$ cat src/hdl/supervisor_pkg.sv
/*
 * Constants for the safety state and fault supervisor: operating states,
 * register map of the plain register port, field positions, reset values
 * and timing figures.
 * Assumes a single 200 MHz clock and the plain address/strobe register port.
 */
package supervisor_pkg;

    // Operating states, also shown on the indicator outputs
    typedef enum logic [2:0] {
        ST_INIT      = 3'b000,
        ST_STOP_OK   = 3'b001,
        ST_STOP_BAD  = 3'b010,
        ST_RUN       = 3'b011,
        ST_FAULT_HLT = 3'b100
    } op_state_e;

    localparam int unsigned CLK_HZ       = 200_000_000;
    localparam int unsigned RESTART_S    = 60;
    localparam int unsigned PERSIST_H    = 24;
    localparam longint unsigned RESTART_CYC = longint'(RESTART_S) * CLK_HZ;
    localparam longint unsigned PERSIST_CYC = longint'(PERSIST_H) * 3600 * CLK_HZ;

    // Default fault frequency limit and window and watchdog limit, all configurable
    localparam logic [7:0]  FREQ_LIMIT_RST  = 8'h04;
    localparam logic [31:0] FREQ_WIN_RST    = 32'h0BEB_C200;
    localparam logic [31:0] WDOG_LIMIT_RST  = 32'h0001_0000;

    // Register indices (word addresses)
    localparam logic [7:0] A_CTRL      = 8'h00;
    localparam logic [7:0] A_STATUS    = 8'h01;
    localparam logic [7:0] A_FREQ_LIM  = 8'h02;
    localparam logic [7:0] A_FREQ_WIN  = 8'h03;
    localparam logic [7:0] A_WDOG_LIM  = 8'h04;
    localparam logic [7:0] A_INIT_VAL  = 8'h05;
    localparam logic [7:0] A_MOD_FLT   = 8'h06;
    localparam logic [7:0] A_MOD_LATCH = 8'h07;
    localparam logic [7:0] A_MOD_OFF   = 8'h08;
    localparam logic [7:0] A_FLT_CODE  = 8'h09;
    localparam logic [7:0] A_APP_PARAM = 8'h0A;

    // Control register bits (run, stop and reboot act on a one and are pulses; the other bits hold the value written)
    localparam int unsigned C_RUN_REQ    = 0;
    localparam int unsigned C_STOP_REQ   = 1;
    localparam int unsigned C_REBOOT     = 2;
    localparam int unsigned C_CFG_VALID  = 3;
    localparam int unsigned C_LEGACY     = 4;
    localparam int unsigned C_USE_INIT   = 5;

    // Fault type codes
    localparam logic [3:0] FC_NONE      = 4'h0;
    localparam logic [3:0] FC_INPUT     = 4'h1;
    localparam logic [3:0] FC_OUTPUT    = 4'h2;
    localparam logic [3:0] FC_MODULE    = 4'h3;
    localparam logic [3:0] FC_SWITCHOFF = 4'h4;
    localparam logic [3:0] FC_INTERNAL  = 4'h5;
    localparam logic [3:0] FC_TIMEOUT   = 4'h6;

endpackage

$ cat src/hdl/safety_state_fault_supervisor.sv
/*
 * Safety state and fault supervisor: operating state sequencer, per-channel
 * input substitution and output switch-off, module fault tracking with
 * frequency statistic and persistence shutdown, internal fault restarts and
 * time monitoring of tests, cycles and I/O processing.
 * Assumes synchronous inputs, one clock and a register master that never
 * issues read and write together. Terminal commands arrive via registers.
 */
module safety_state_fault_supervisor
    import supervisor_pkg::*;
#(
    parameter int unsigned     CH         = 8,
    parameter int unsigned     MODS       = 4,
    parameter longint unsigned RESTART_N  = RESTART_CYC,
    parameter longint unsigned PERSIST_N  = PERSIST_CYC
) (
    input  wire logic              ref_clk,
    input  wire logic              rst,
    // Register port
    input  wire logic [7:0]        reg_addr,
    input  wire logic [31:0]       reg_wdata,
    input  wire logic              reg_wr,
    input  wire logic              reg_rd,
    output logic [31:0]            reg_rdata,
    // I/O bus side: per channel, per module, then shared signals
    input  wire logic [MODS*CH-1:0] in_raw,
    input  wire logic [MODS*CH-1:0] in_fault,
    input  wire logic [MODS*CH-1:0] out_fault,
    input  wire logic [MODS-1:0]    out_single_off_ok,
    input  wire logic [MODS-1:0]    mod_fault,
    input  wire logic               secondary_off_fail,
    input  wire logic               internal_fault,
    input  wire logic               test_done,
    input  wire logic               cycle_done,
    input  wire logic               io_done,
    // Application side
    input  wire logic [MODS*CH-1:0] app_out,
    input  wire logic               emergency_halt_flag,
    output logic [MODS*CH-1:0]      app_in,
    output logic [MODS*CH-1:0]      out_drive,
    output logic                    fault_status,
    output logic [3:0]              fault_code,
    output logic                    app_enable,
    output logic                    io_enable,
    output logic                    comm_enable,
    output logic                    selftest_enable,
    output logic                    wdog_off,
    output logic [2:0]              indicator
);
    localparam int unsigned N = MODS * CH;

    op_state_e         state_q, state_d;
    logic [N-1:0]      app_in_q, out_drive_q;

    logic [MODS-1:0]   flt_q, latch_q, off_q, prev_mod_q;
    logic [7:0]        freq_cnt_q [MODS];
    logic [47:0]       persist_q [MODS];
    logic [31:0]       win_cnt_q;
    logic [39:0]       restart_q;
    logic              restart_win_q;

    logic [31:0]       wdog_q;
    logic [7:0]        freq_lim_q;
    logic [31:0]       freq_win_q, wdog_lim_q;
    logic [N-1:0]      init_val_q;
    logic [31:0]       app_param_q;

    logic              cfg_valid_q, legacy_q, use_init_q;
    logic              fault_status_q, wdog_off_q;
    logic [3:0]        fault_code_q, fault_code_d;
    logic [31:0]       reg_rdata_q, rd_mux;

    logic [2:0]        indicator_q;
    logic              app_en_q, io_en_q, comm_en_q, test_en_q;

    // Register decode
    wire wr_ctrl   = reg_wr && reg_addr == A_CTRL;
    wire run_cmd   = wr_ctrl && reg_wdata[C_RUN_REQ];
    wire stop_cmd  = wr_ctrl && reg_wdata[C_STOP_REQ];
    wire reboot    = wr_ctrl && reg_wdata[C_REBOOT];

    wire mon_evt   = test_done || cycle_done || io_done;
    wire timeout   = wdog_q >= wdog_lim_q;

    // Modules whose faulty channel cannot be switched alone
    logic [MODS-1:0] out_mod_flt;
    logic [MODS-1:0] any_in_flt;
    always_comb begin
        for (int m = 0; m < MODS; m++) begin
            out_mod_flt[m] = |out_fault[m*CH +: CH] && !out_single_off_ok[m];
            any_in_flt[m]  = |in_fault[m*CH +: CH];
        end
    end

    // Output cannot be removed by any path
    wire offpath_fail = |out_mod_flt && secondary_off_fail;
    wire win_end      = win_cnt_q >= freq_win_q;

    // State sequencer
    always_comb begin
        state_d = state_q;
        unique case (state_q)
            ST_INIT:
                if (test_done) begin
                    state_d = cfg_valid_q ? ST_STOP_OK : ST_STOP_BAD;
                end

            ST_STOP_OK:
                if (!cfg_valid_q) begin
                    state_d = ST_STOP_BAD;
                end else if (run_cmd && !emergency_halt_flag) begin
                    state_d = ST_RUN;
                end

            ST_STOP_BAD:
                if (reboot) begin
                    state_d = ST_INIT;
                end

            ST_RUN:
                // Emergency halt, stop on dead switch-off
                if (emergency_halt_flag || stop_cmd || offpath_fail || timeout) begin
                    state_d = ST_STOP_OK;
                end else if (!cfg_valid_q) begin
                    state_d = ST_STOP_BAD;
                end

            ST_FAULT_HLT:
                if (reboot) begin
                    state_d = ST_INIT;
                end

            default: state_d = ST_STOP_BAD;
        endcase

        if (internal_fault && state_q != ST_STOP_BAD && state_q != ST_FAULT_HLT) begin
            if (legacy_q) begin
                state_d = ST_FAULT_HLT;
            end else if (restart_win_q) begin
                state_d = ST_STOP_BAD;
            end else begin
                state_d = ST_INIT;
            end
        end
    end

    wire go_run = state_q == ST_STOP_OK && state_d == ST_RUN;
    wire running = state_q == ST_RUN;

    always_comb begin
        fault_code_d = FC_NONE;
        if (internal_fault) begin
            fault_code_d = FC_INTERNAL;
        end else if (offpath_fail) begin
            fault_code_d = FC_SWITCHOFF;
        end else if (timeout) begin
            fault_code_d = FC_TIMEOUT;
        end else if (|(mod_fault | out_mod_flt)) begin
            fault_code_d = FC_MODULE;
        end else if (|out_fault) begin
            fault_code_d = FC_OUTPUT;
        end else if (|in_fault) begin
            fault_code_d = FC_INPUT;
        end
    end

    // Register readback
    always_comb begin
        rd_mux = 32'h0000_0000;
        unique case (reg_addr)
            A_CTRL:      rd_mux = {26'h0, use_init_q, legacy_q, cfg_valid_q, 3'h0};
            A_STATUS:    rd_mux = {24'h0, fault_code_q, fault_status_q, state_q};
            A_FREQ_LIM:  rd_mux = {24'h0, freq_lim_q};
            A_FREQ_WIN:  rd_mux = freq_win_q;
            A_WDOG_LIM:  rd_mux = wdog_lim_q;
            A_INIT_VAL:  rd_mux = 32'(init_val_q);
            A_MOD_FLT:   rd_mux = 32'(flt_q);
            A_MOD_LATCH: rd_mux = 32'(latch_q);
            A_MOD_OFF:   rd_mux = 32'(off_q);
            A_FLT_CODE:  rd_mux = {28'h0, fault_code_q};
            A_APP_PARAM: rd_mux = app_param_q;
            default:     rd_mux = 32'h0000_0000;
        endcase
    end

    // Configuration registers
    always_ff @(posedge ref_clk or posedge rst) begin
        if (rst) begin
            cfg_valid_q <= 1'b0;
            legacy_q    <= 1'b0;
            use_init_q  <= 1'b0;
            freq_lim_q  <= FREQ_LIMIT_RST;
            freq_win_q  <= FREQ_WIN_RST;
            wdog_lim_q  <= WDOG_LIMIT_RST;
            init_val_q  <= '0;
            app_param_q <= 32'h0000_0000;
            reg_rdata_q <= 32'h0000_0000;
        end else begin
            reg_rdata_q <= reg_rd ? rd_mux : 32'h0000_0000;
            if (wr_ctrl) begin
                cfg_valid_q <= reg_wdata[C_CFG_VALID];
                legacy_q    <= reg_wdata[C_LEGACY];
                use_init_q  <= reg_wdata[C_USE_INIT];
            end

            if (reg_wr && reg_addr == A_FREQ_LIM) freq_lim_q <= reg_wdata[7:0];
            if (reg_wr && reg_addr == A_FREQ_WIN) freq_win_q <= reg_wdata;
            if (reg_wr && reg_addr == A_WDOG_LIM) wdog_lim_q <= reg_wdata;
            if (reg_wr && reg_addr == A_INIT_VAL) init_val_q <= reg_wdata[N-1:0];
            if (reg_wr && reg_addr == A_APP_PARAM) app_param_q <= reg_wdata;
        end
    end

    // State, monitors and restart window
    always_ff @(posedge ref_clk or posedge rst) begin
        if (rst) begin
            state_q       <= ST_INIT;
            wdog_q        <= 32'h0000_0000;
            restart_q     <= 40'h00_0000_0000;
            restart_win_q <= 1'b0;
            win_cnt_q     <= 32'h0000_0000;
        end else begin
            state_q <= state_d;
            // Restarted by each finished test, cycle or I/O step
            wdog_q <= (mon_evt || state_d != state_q) ? 32'h0000_0000 : wdog_q + 32'h0000_0001;
            // One-minute window from each automatic restart
            if (internal_fault && !legacy_q && !restart_win_q) begin
                restart_q     <= 40'h00_0000_0000;
                restart_win_q <= 1'b1;
            end else if (restart_win_q) begin
                restart_q <= restart_q + 40'h00_0000_0001;
                if (restart_q >= 40'(RESTART_N - 1)) restart_win_q <= 1'b0;
            end
            win_cnt_q <= (win_end || go_run) ? 32'h0000_0000 : win_cnt_q + 32'h0000_0001;
        end
    end

    // Per-module fault tracking
    for (genvar m = 0; m < MODS; m++) begin : g_mod
        always_ff @(posedge ref_clk or posedge rst) begin
            if (rst) begin
                flt_q[m]      <= 1'b0;
                latch_q[m]    <= 1'b0;
                off_q[m]      <= 1'b0;
                prev_mod_q[m] <= 1'b0;
                freq_cnt_q[m] <= 8'h00;
                persist_q[m]  <= 48'h0000_0000_0000;
            end else begin
                prev_mod_q[m] <= mod_fault[m];
                // Status follows the fault; whole module on switch-off limit
                flt_q[m] <= mod_fault[m] || out_mod_flt[m];

                if (mod_fault[m] || out_mod_flt[m]) begin
                    if (persist_q[m] < 48'(PERSIST_N)) persist_q[m] <= persist_q[m] + 48'h1;
                end else begin
                    persist_q[m] <= 48'h0000_0000_0000;
                end

                // Permanent switch-off of this module only
                if (persist_q[m] >= 48'(PERSIST_N)) off_q[m] <= 1'b1;

                if (go_run) begin
                    latch_q[m]    <= 1'b0;
                    freq_cnt_q[m] <= 8'h00;
                end else begin
                    // Count onsets in window, latch on excess
                    if (mod_fault[m] && !prev_mod_q[m]) begin
                        freq_cnt_q[m] <= freq_cnt_q[m] + 8'h01;
                    end else if (win_end) begin
                        freq_cnt_q[m] <= 8'h00;
                    end
                    if (freq_cnt_q[m] > freq_lim_q) latch_q[m] <= 1'b1;
                end
            end
        end
    end

    wire [MODS-1:0] mod_dead = flt_q | latch_q | off_q;
    wire safe_out = !running;

    // Channel substitution and output gating
    logic [N-1:0] app_in_d, out_drive_d;
    always_comb begin
        for (int i = 0; i < N; i++) begin
            // Safe value or initial value; per channel
            app_in_d[i] = (in_fault[i] || mod_dead[i/CH])
                        ? (use_init_q && init_val_q[i])
                        : in_raw[i];
            // Faulty channel de-energized; stop resets all
            out_drive_d[i] = app_out[i] && !out_fault[i] && !mod_dead[i/CH] && !safe_out;
        end
    end

    always_ff @(posedge ref_clk or posedge rst) begin
        if (rst) begin
            app_in_q       <= '0;
            out_drive_q    <= '0;
            fault_status_q <= 1'b0;
            fault_code_q   <= FC_NONE;
            wdog_off_q     <= 1'b0;
            indicator_q    <= ST_INIT;
            app_en_q       <= 1'b0;
            io_en_q        <= 1'b0;
            comm_en_q      <= 1'b0;
            test_en_q      <= 1'b0;
        end else begin
            app_in_q    <= app_in_d;
            out_drive_q <= out_drive_d;
            fault_status_q <= fault_code_d != FC_NONE || |mod_dead || |any_in_flt;
            fault_code_q   <= fault_code_d;

            if (offpath_fail) wdog_off_q <= 1'b1;
            else if (reboot) wdog_off_q <= 1'b0;

            indicator_q <= state_d;
            // Run enables app, I/O bus, comm
            app_en_q  <= state_d == ST_RUN;
            io_en_q   <= state_d == ST_RUN;
            comm_en_q <= state_d == ST_RUN;
            test_en_q <= state_d != ST_STOP_BAD && state_d != ST_FAULT_HLT;
        end
    end

    assign reg_rdata       = reg_rdata_q;
    assign app_in          = app_in_q;
    assign out_drive       = out_drive_q;
    assign fault_status    = fault_status_q;
    assign fault_code      = fault_code_q;
    assign wdog_off        = wdog_off_q;
    assign indicator       = indicator_q;
    assign app_enable      = app_en_q;
    assign io_enable       = io_en_q;
    assign comm_enable     = comm_en_q;
    assign selftest_enable = test_en_q;
endmodule

$ cat config.mk
export PLATFORM = sky130hd
export DESIGN_NAME = safety_state_fault_supervisor
export DESIGN_NICKNAME = d
export VERILOG_FILES = /design/src/hdl/supervisor_pkg.sv /design/src/hdl/safety_state_fault_supervisor.sv
export SDC_FILE = /design/constraint.sdc
export NUM_CORES = 2
export LEC_CHECK = 0
export ABC_AREA = 1
export BUFFER_PORTS_ARGS = -buffer_cell sky130_fd_sc_hd__buf_4
export CAP_MARGIN = 10
export CORE_AREA = 2 2 247 249
export DETAILED_ROUTE_END_ITERATION = 10
export DIE_AREA = 0 0 249 251
export GPL_TIMING_DRIVEN = 0
export PLACE_DENSITY = 0.8
export SLEW_MARGIN = 20
export SYNTH_ARGS = -nofsm -noshare
export SYNTH_HDL_FRONTEND = slang
export SYNTH_SLANG_ARGS = --single-unit
$ cat constraint.sdc
create_clock -name ref_clk -period 31.4 [get_ports ref_clk]
set_input_delay 6.28 -clock ref_clk [delete_from_list [all_inputs] [get_ports ref_clk]]
set_output_delay 6.28 -clock ref_clk [all_outputs]
set_load 0.02 [all_outputs]
-- Word-level counts from Yosys, hierarchy flattened
Cells that the tools add are included.
- add/sub/neg operators: 11
- magnitude comparators: 15
- eq/ne operators: 24
- muxes and demuxes: 85
- bitwise logic cells: 3
- reductions and logical operators: 268
- operators by type and width (kind ; number):
    48-bit 2-to-1 mux ; 8
    32-bit case mux with 11 select lines ; 1
    48-bit by 1-bit adder with 48-bit output, second input constant ; 4
    48-bit by 44-bit greater-or-equal comparator with 1-bit output, second input constant ; 4
    48-bit by 44-bit less-than comparator with 1-bit output, second input constant ; 4
    1-bit logical AND ; 153
    32-bit 2-to-1 mux ; 3
    40-bit 2-to-1 mux ; 2
    8-bit 2-to-1 mux ; 9
    32-bit by 1-bit adder with 32-bit output, second input constant ; 2
    32-bit greater-or-equal comparator ; 2
    32-bit OR reduction ; 2
    1-bit zero test ; 47
    1-bit 2-to-1 mux ; 46
    1-bit logical OR ; 45
    40-bit by 1-bit adder with 40-bit output, second input constant ; 1
    40-bit by 34-bit greater-or-equal comparator with 1-bit output, second input constant ; 1
    3-bit 2-to-1 mux ; 11
    8-bit by 1-bit adder with 8-bit output, second input constant ; 4
    8-bit by 3-bit == test with 1-bit output, second input constant ; 4
    8-bit greater-than comparator ; 4
    8-bit OR reduction ; 4
    8-bit by 4-bit == test with 1-bit output, second input constant ; 3
    8-bit by 2-bit == test with 1-bit output, second input constant ; 2
    18 further kinds ; 40
- register bits after elaboration: 591
- input bits: 186
- output and inout port bits: 109

-- Longest topological paths before layout
- depth in word-level cells: 13
- gate-level depth with buffers: 20

-- Worst setup path before layout
Ideal clock, no wire load.
- path kind: input to register
- start: in reg_addr[1]
- end: reg wdog_q[10]
- library setup time: 125 ps
- data arrival time: 7757 ps
- data required time: 31275 ps
- setup slack: 23519 ps
- stages: 13
- cells stage by stage: nor2_2 > inv_2 > nor3_4 > nand3_1 > nand2_1 > o2111ai_1 > nor2_1 > nand2_2 > nand2_1 > nand2_2 > nand3_4 > buf_4 > nor3_2
- word-level cells in the longest chain between the ends: 12
- elaborated cells between the ends (all ways): 18
- classes of those cells: 1 x eq/ne; 7 x mux; 10 x reduce/logical
- ends and longest elaborated chain (element ; line ; text):
    start, declared ; safety_state_fault_supervisor.sv:20 ; input wire logic [7:0] reg_addr,
    8-bit zero test (*) ; safety_state_fault_supervisor.sv:77 ; wire wr_ctrl = reg_wr && reg_addr == A_CTRL;
    1-bit logical AND (*) ; safety_state_fault_supervisor.sv:77 ;
    1-bit logical AND ; safety_state_fault_supervisor.sv:79 ; wire stop_cmd = wr_ctrl && reg_wdata[C_STOP_REQ];
    1-bit logical OR (3 in a row) ; safety_state_fault_supervisor.sv:122 ; if (emergency_halt_flag || stop_cmd || offpath_fail || timeout) begin
    3-bit 2-to-1 mux ; safety_state_fault_supervisor.sv:122 ;
    3-bit case mux with 4 select lines (*) ; safety_state_fault_supervisor.sv:102 ; unique case (state_q)
    3-bit 2-to-1 mux (*) ; safety_state_fault_supervisor.sv:136 ; if (internal_fault && state_q != ST_STOP_BAD && state_q != ST_FAULT_HLT) begin
    3-bit != test (*) ; safety_state_fault_supervisor.sv:225 ; wdog_q <= (mon_evt || state_d != state_q) ? 32'h0000_0000 : wdog_q + 32'h0000_0001;
    1-bit logical OR (*) ; safety_state_fault_supervisor.sv:225 ;
    32-bit 2-to-1 mux (*) ; safety_state_fault_supervisor.sv:225 ;
    end signal, assigned ; safety_state_fault_supervisor.sv:225 ;
    end, declared ; safety_state_fault_supervisor.sv:62 ; logic [31:0] wdog_q;
Every way passes the cells marked *; elsewhere a longest branch is shown, timed or not.
A chain may end at the register's enable or synchronous reset.

-- Final worst setup path
- start: in out_fault[21]
- end: reg win_cnt_q[21]
- word-level cells in the longest chain between the ends: 13
- ends and longest elaborated chain (element ; line ; text):
    start, declared ; safety_state_fault_supervisor.sv:28 ; input wire logic [MODS*CH-1:0] out_fault,
    8-bit OR reduction ; safety_state_fault_supervisor.sv:90 ; out_mod_flt[m] = |out_fault[m*CH +: CH] && !out_single_off_ok[m];
    1-bit logical AND ; safety_state_fault_supervisor.sv:90 ;
    4-bit OR reduction ; safety_state_fault_supervisor.sv:96 ; wire offpath_fail = |out_mod_flt && secondary_off_fail;
    1-bit logical AND ; safety_state_fault_supervisor.sv:96 ;
    1-bit logical OR (2 in a row) ; safety_state_fault_supervisor.sv:122 ;
    3-bit 2-to-1 mux ; safety_state_fault_supervisor.sv:122 ;
    3-bit case mux with 4 select lines ; safety_state_fault_supervisor.sv:102 ;
    3-bit 2-to-1 mux ; safety_state_fault_supervisor.sv:136 ;
    3-bit by 2-bit == test with 1-bit output ; safety_state_fault_supervisor.sv:147 ; wire go_run = state_q == ST_STOP_OK && state_d == ST_RUN;
    1-bit logical AND ; safety_state_fault_supervisor.sv:147 ;
    1-bit logical OR ; safety_state_fault_supervisor.sv:234 ; win_cnt_q <= (win_end || go_run) ? 32'h0000_0000 : win_cnt_q + 32'h0000_0001;
    32-bit 2-to-1 mux ; safety_state_fault_supervisor.sv:234 ;
    end signal, assigned ; safety_state_fault_supervisor.sv:234 ;
    end, declared ; safety_state_fault_supervisor.sv:58 ; logic [31:0] win_cnt_q;
No other way between the ends.

==> results.md <==
- Leakage dissipation: 17.1 nW
- Vias per cell: 5.78
- Total wire length: 103000 µm
- Filler cell count in the final layout: 5275
- Power per cell area: 48.0 nW/µm²
- Commonest non-fill, non-tap cells in the layout: 865 x sky130_fd_sc_hd__nand2_1, 576 x sky130_fd_sc_hd__dfrtp_1, 521 x sky130_fd_sc_hd__nor2_1
- Number of optimization iterations in the first detailed-route pass: 5
- DRC violations left: 0
- Sinks on the clock net: 590
- Area of the die: 62500 µm²
- Die X-Extent: 249 µm
- Placed Area: 35900 µm²
- Synthesized netlist cell count: 4146
- Fraction of layout instances using a drive strength above 1: 11.1%
- Post-synth EDFFs: 0
- CP Max Fanout: 10
- Clock-pin transition on the worst setup and hold timing paths: 0.06 ns
- Fin Clk Skew: 0.0226 ns
- Initial DRC count: 3165
- Site row count: 90
- Dominant cell type by count on the critical path: sky130_fd_sc_hd__nor2_1
- Total core area: 59800 µm²
- Most frequent standard cell in the layout excluding fill and tap cells: sky130_fd_sc_hd__nand2_1
- Nets@finish: 4810
- Slew headroom: 20.0%
- Final number of max-transition violations: 0
- Post-synth ARST share: 100%
- Peak clock frequency supported by timing: 116 MHz
- Critical path, cell by cell: buf_4 > nor2_1 > nand2_1 > nor2_1 > nor2_1 > nor2_1 > nand2_1 > a21oi_1 > nand3_1 > nand2_2 > nand4_2 > nand2_2 > buf_2 > nor2_1
- Height of the chip: 251 µm
- Sequential-to-total area share from yosys stat: 45.4%
- Total half-perimeter wirelength after legalization and detailed placement: 78000 µm
- Number of routed nets with antenna violations: 0
- #FFs+latches synth: 590
- # Post-CTS Setup Buffers: 0
- Via count of the first global-routing pass: 29681
- Critical path arrival: 9.09 ns
- Global-route usage over all layers: 32.8%
- Largest stage delay, worst path: 0.39 ns
- Post-layout min period: 8.59 ns
- Final global-route overflow total: 0
- Final Instance Area: 38000 µm²
- Wire length of the first global-routing pass: 162000 µm
- Largest net degree at the start of global routing: 108
- Final total negative setup slack: 0 ns
- Final hold violation count: 0
- Slew @ Worst Pin: 1.19 ns
- CTS tree: yes
- Count of non-filler cells in the finished layout: 5349
- Number of antenna violations at the first check in global routing: 5
- Wirelength per Cell: 19.2 µm
- Maximum Capacitance Violations: 0
- Routability Congestion: 0.975
- Number of top-level pins: 295
- Largest cells by area after synthesis: sky130_fd_sc_hd__dfrtp_1 44%, sky130_fd_sc_hd__nand2_1 10%, sky130_fd_sc_hd__nor2_1 6.0%
- Period utilisation layout: 27.4%
- Mapped Avg Cell Area: 7.85 µm²
- WP data required: 31.90 ns
- Starting Density: 54.5%
- Quantity of hold-fixing buffers added after cts: 0
- Result of the run: completed
- Total number of vias: 30898
- Maximum vdd ir drop: 0.0341 mV
- Netlist Area Pre-Place: 32600 µm²
- Port Buffers: 292
- Placed instance count: 5227
- Setup repair after global routing missed its margin: false
- Worst-case clock buffer depth: 3
- Number of levels the H-tree was split into: 3
- Worst path slowest cell: sky130_fd_sc_hd__nor2_1
- Distinct cell type count of the synthesized netlist: 61
- Critical path startpoint category: primary input
- Hold crit path type: flip-flop to flip-flop
- Fraction of synthesized cell area taken by the top area cell type: 44.3%
- Setup Crit Path Kind: primary input to flip-flop
- CTS Buf Count: 66
- Cell at the root of the clock tree: sky130_fd_sc_hd__clkbuf_16
- Crit end category: flip-flop
- Primary flip-flop cell chosen by synthesis mapping: sky130_fd_sc_hd__dfrtp_1
- Syn nets: 4443
- Largest area contributor in the netlist: sky130_fd_sc_hd__dfrtp_1
- Area delta synth->final: 16.8%
- Ys Warns: 0
- Number of setup violations in the final report: 0
- Quantity of gates resized following cts: 0
- Clock latency on the worst-skew pair: 0.63 ns
-- kinds of logic after synthesis --
group,Yosys count,synth area share (%)
buffers and inverters,643,7.63
XOR/XNOR,137,3.68
AND/OR/NAND/NOR,2066,28.4
AO/OA/AOI/OAI,594,10.5
other,1,0.0115
flip-flops,590,45.4
adder cells (fa/ha/maj),111,4.27
multiplexers,4,0.123
-- cell usage after synthesis (9+ instances only) --
| library cell | number |
|---|---|
| sky130_fd_sc_hd__nand2_1 | 865 |
| sky130_fd_sc_hd__a31oi_1 | 9 |
| sky130_fd_sc_hd__o22ai_1 | 33 |
| sky130_fd_sc_hd__nor3b_1 | 12 |
| sky130_fd_sc_hd__clkbuf_1 | 92 |
| sky130_fd_sc_hd__o21ai_0 | 310 |
| sky130_fd_sc_hd__nor4_1 | 72 |
| sky130_fd_sc_hd__dfstp_2 | 14 |
| sky130_fd_sc_hd__a21oi_1 | 120 |
| sky130_fd_sc_hd__o31ai_1 | 30 |
| sky130_fd_sc_hd__nor2_1 | 521 |
| sky130_fd_sc_hd__a221oi_1 | 38 |
| sky130_fd_sc_hd__o21a_1 | 14 |
| sky130_fd_sc_hd__nor3_1 | 130 |
| sky130_fd_sc_hd__ha_1 | 111 |
| sky130_fd_sc_hd__nand3b_1 | 11 |
| sky130_fd_sc_hd__nand4_1 | 164 |
| sky130_fd_sc_hd__xnor2_1 | 38 |
| sky130_fd_sc_hd__inv_1 | 510 |
| sky130_fd_sc_hd__nor3_2 | 33 |
| sky130_fd_sc_hd__buf_2 | 16 |
| sky130_fd_sc_hd__xor2_1 | 99 |
| sky130_fd_sc_hd__nand3_1 | 217 |
| sky130_fd_sc_hd__dfrtp_1 | 576 |
-- path summary, 6_finish.rpt --
check / start / end / slack (ns) / depth (start not counted)
worst min register to register: win_cnt_q[0]$_DFF_PP0_ / win_cnt_q[0]$_DFF_PP0_ / 0.48 / 1
worst min-delay path: win_cnt_q[0]$_DFF_PP0_ / win_cnt_q[0]$_DFF_PP0_ / 0.48 / 1
worst max register to register: wdog_lim_q[15]$_DFFE_PP0P_ / win_cnt_q[21]$_DFF_PP0_ / 27.91 / 14
worst max-delay path: out_fault[21] / win_cnt_q[21]$_DFF_PP0_ / 22.81 / 14
min in group asynchronous: rst / out_drive[10]$_DFF_PP0_ / 5.62 / 2
max in group asynchronous: rst / reg_rdata[5]$_DFF_PP0_ / 24.08 / 5
-- final cells by class --
cell class | count | area, µm² | area share, %
inverters | 518 | 1950 | 5.13
multi-input cells | 2913 | 15300 | 40.3
clock inverters | 20 | 214 | 0.563
clock buffers | 100 | 1880 | 4.94
flip-flops and latches | 590 | 14800 | 38.9
plain buffers | 125 | 542 | 1.42
repair buffers | 299 | 2360 | 6.22
well taps | 782 | 978 | 2.57
diodes | 2 | 5.00 | 0.0132
-- critical path, delay by kind of cell --
kind                   cells  cell delay [ns]
AO/OA/AOI/OAI              1             0.28
AND/OR/NAND/NOR           11             2.13
buffers and inverters      2             0.39
-- where the power goes --
part	total [W]	switching (W)	internal, W
combinational	0.000239	0.000158	0.0000810
sequential	0.000825	0.0000312	0.000793
clock	0.000761	0.000333	0.000428
total	0.00182	0.000522	0.00130
-- per-layer routing --
metal	vias to the layer above	wire, µm	track usage [%]	part of all wire, %
met5	-	18	0	0.018
met4	4	3770	13.2	3.7
met3	224	8900	6.45	8.7
met2	1319	46400	51.7	45
met1	14828	43500	44.9	42
li1	14523	-	-	-
-- flip-flops by register name (all words and copies together) (netlist names), 3 cells and up --
signal,count
latch_q,4
persist_q,192
off_q,4
indicator,3
app_in,32
win_cnt_q,32
freq_cnt_q,32
freq_win_q,32
reg_rdata,32
wdog_q,32
out_drive,32
flt_q,4
restart_q,40
prev_mod_q,4
fault_code,3
freq_lim_q,8
app_param_q,32
init_val_q,32
wdog_lim_q,32
-- through the flow --
step                      setup slack (ns)  power, W  hold slack, ns  utilization, %
after global routing                 22.52   0.00190           0.498            63.6
after CTS                            22.79   0.00183           0.475            63.6
after detailed placement             22.20   0.00107           0.454            60.1
after floorplan                       8.63  0.000981           0.423               -
after global placement                2.12   0.00106           0.440            59.8
final                                22.81   0.00182           0.478            63.6
Note: power is estimated with default switching activity, not from simulation.
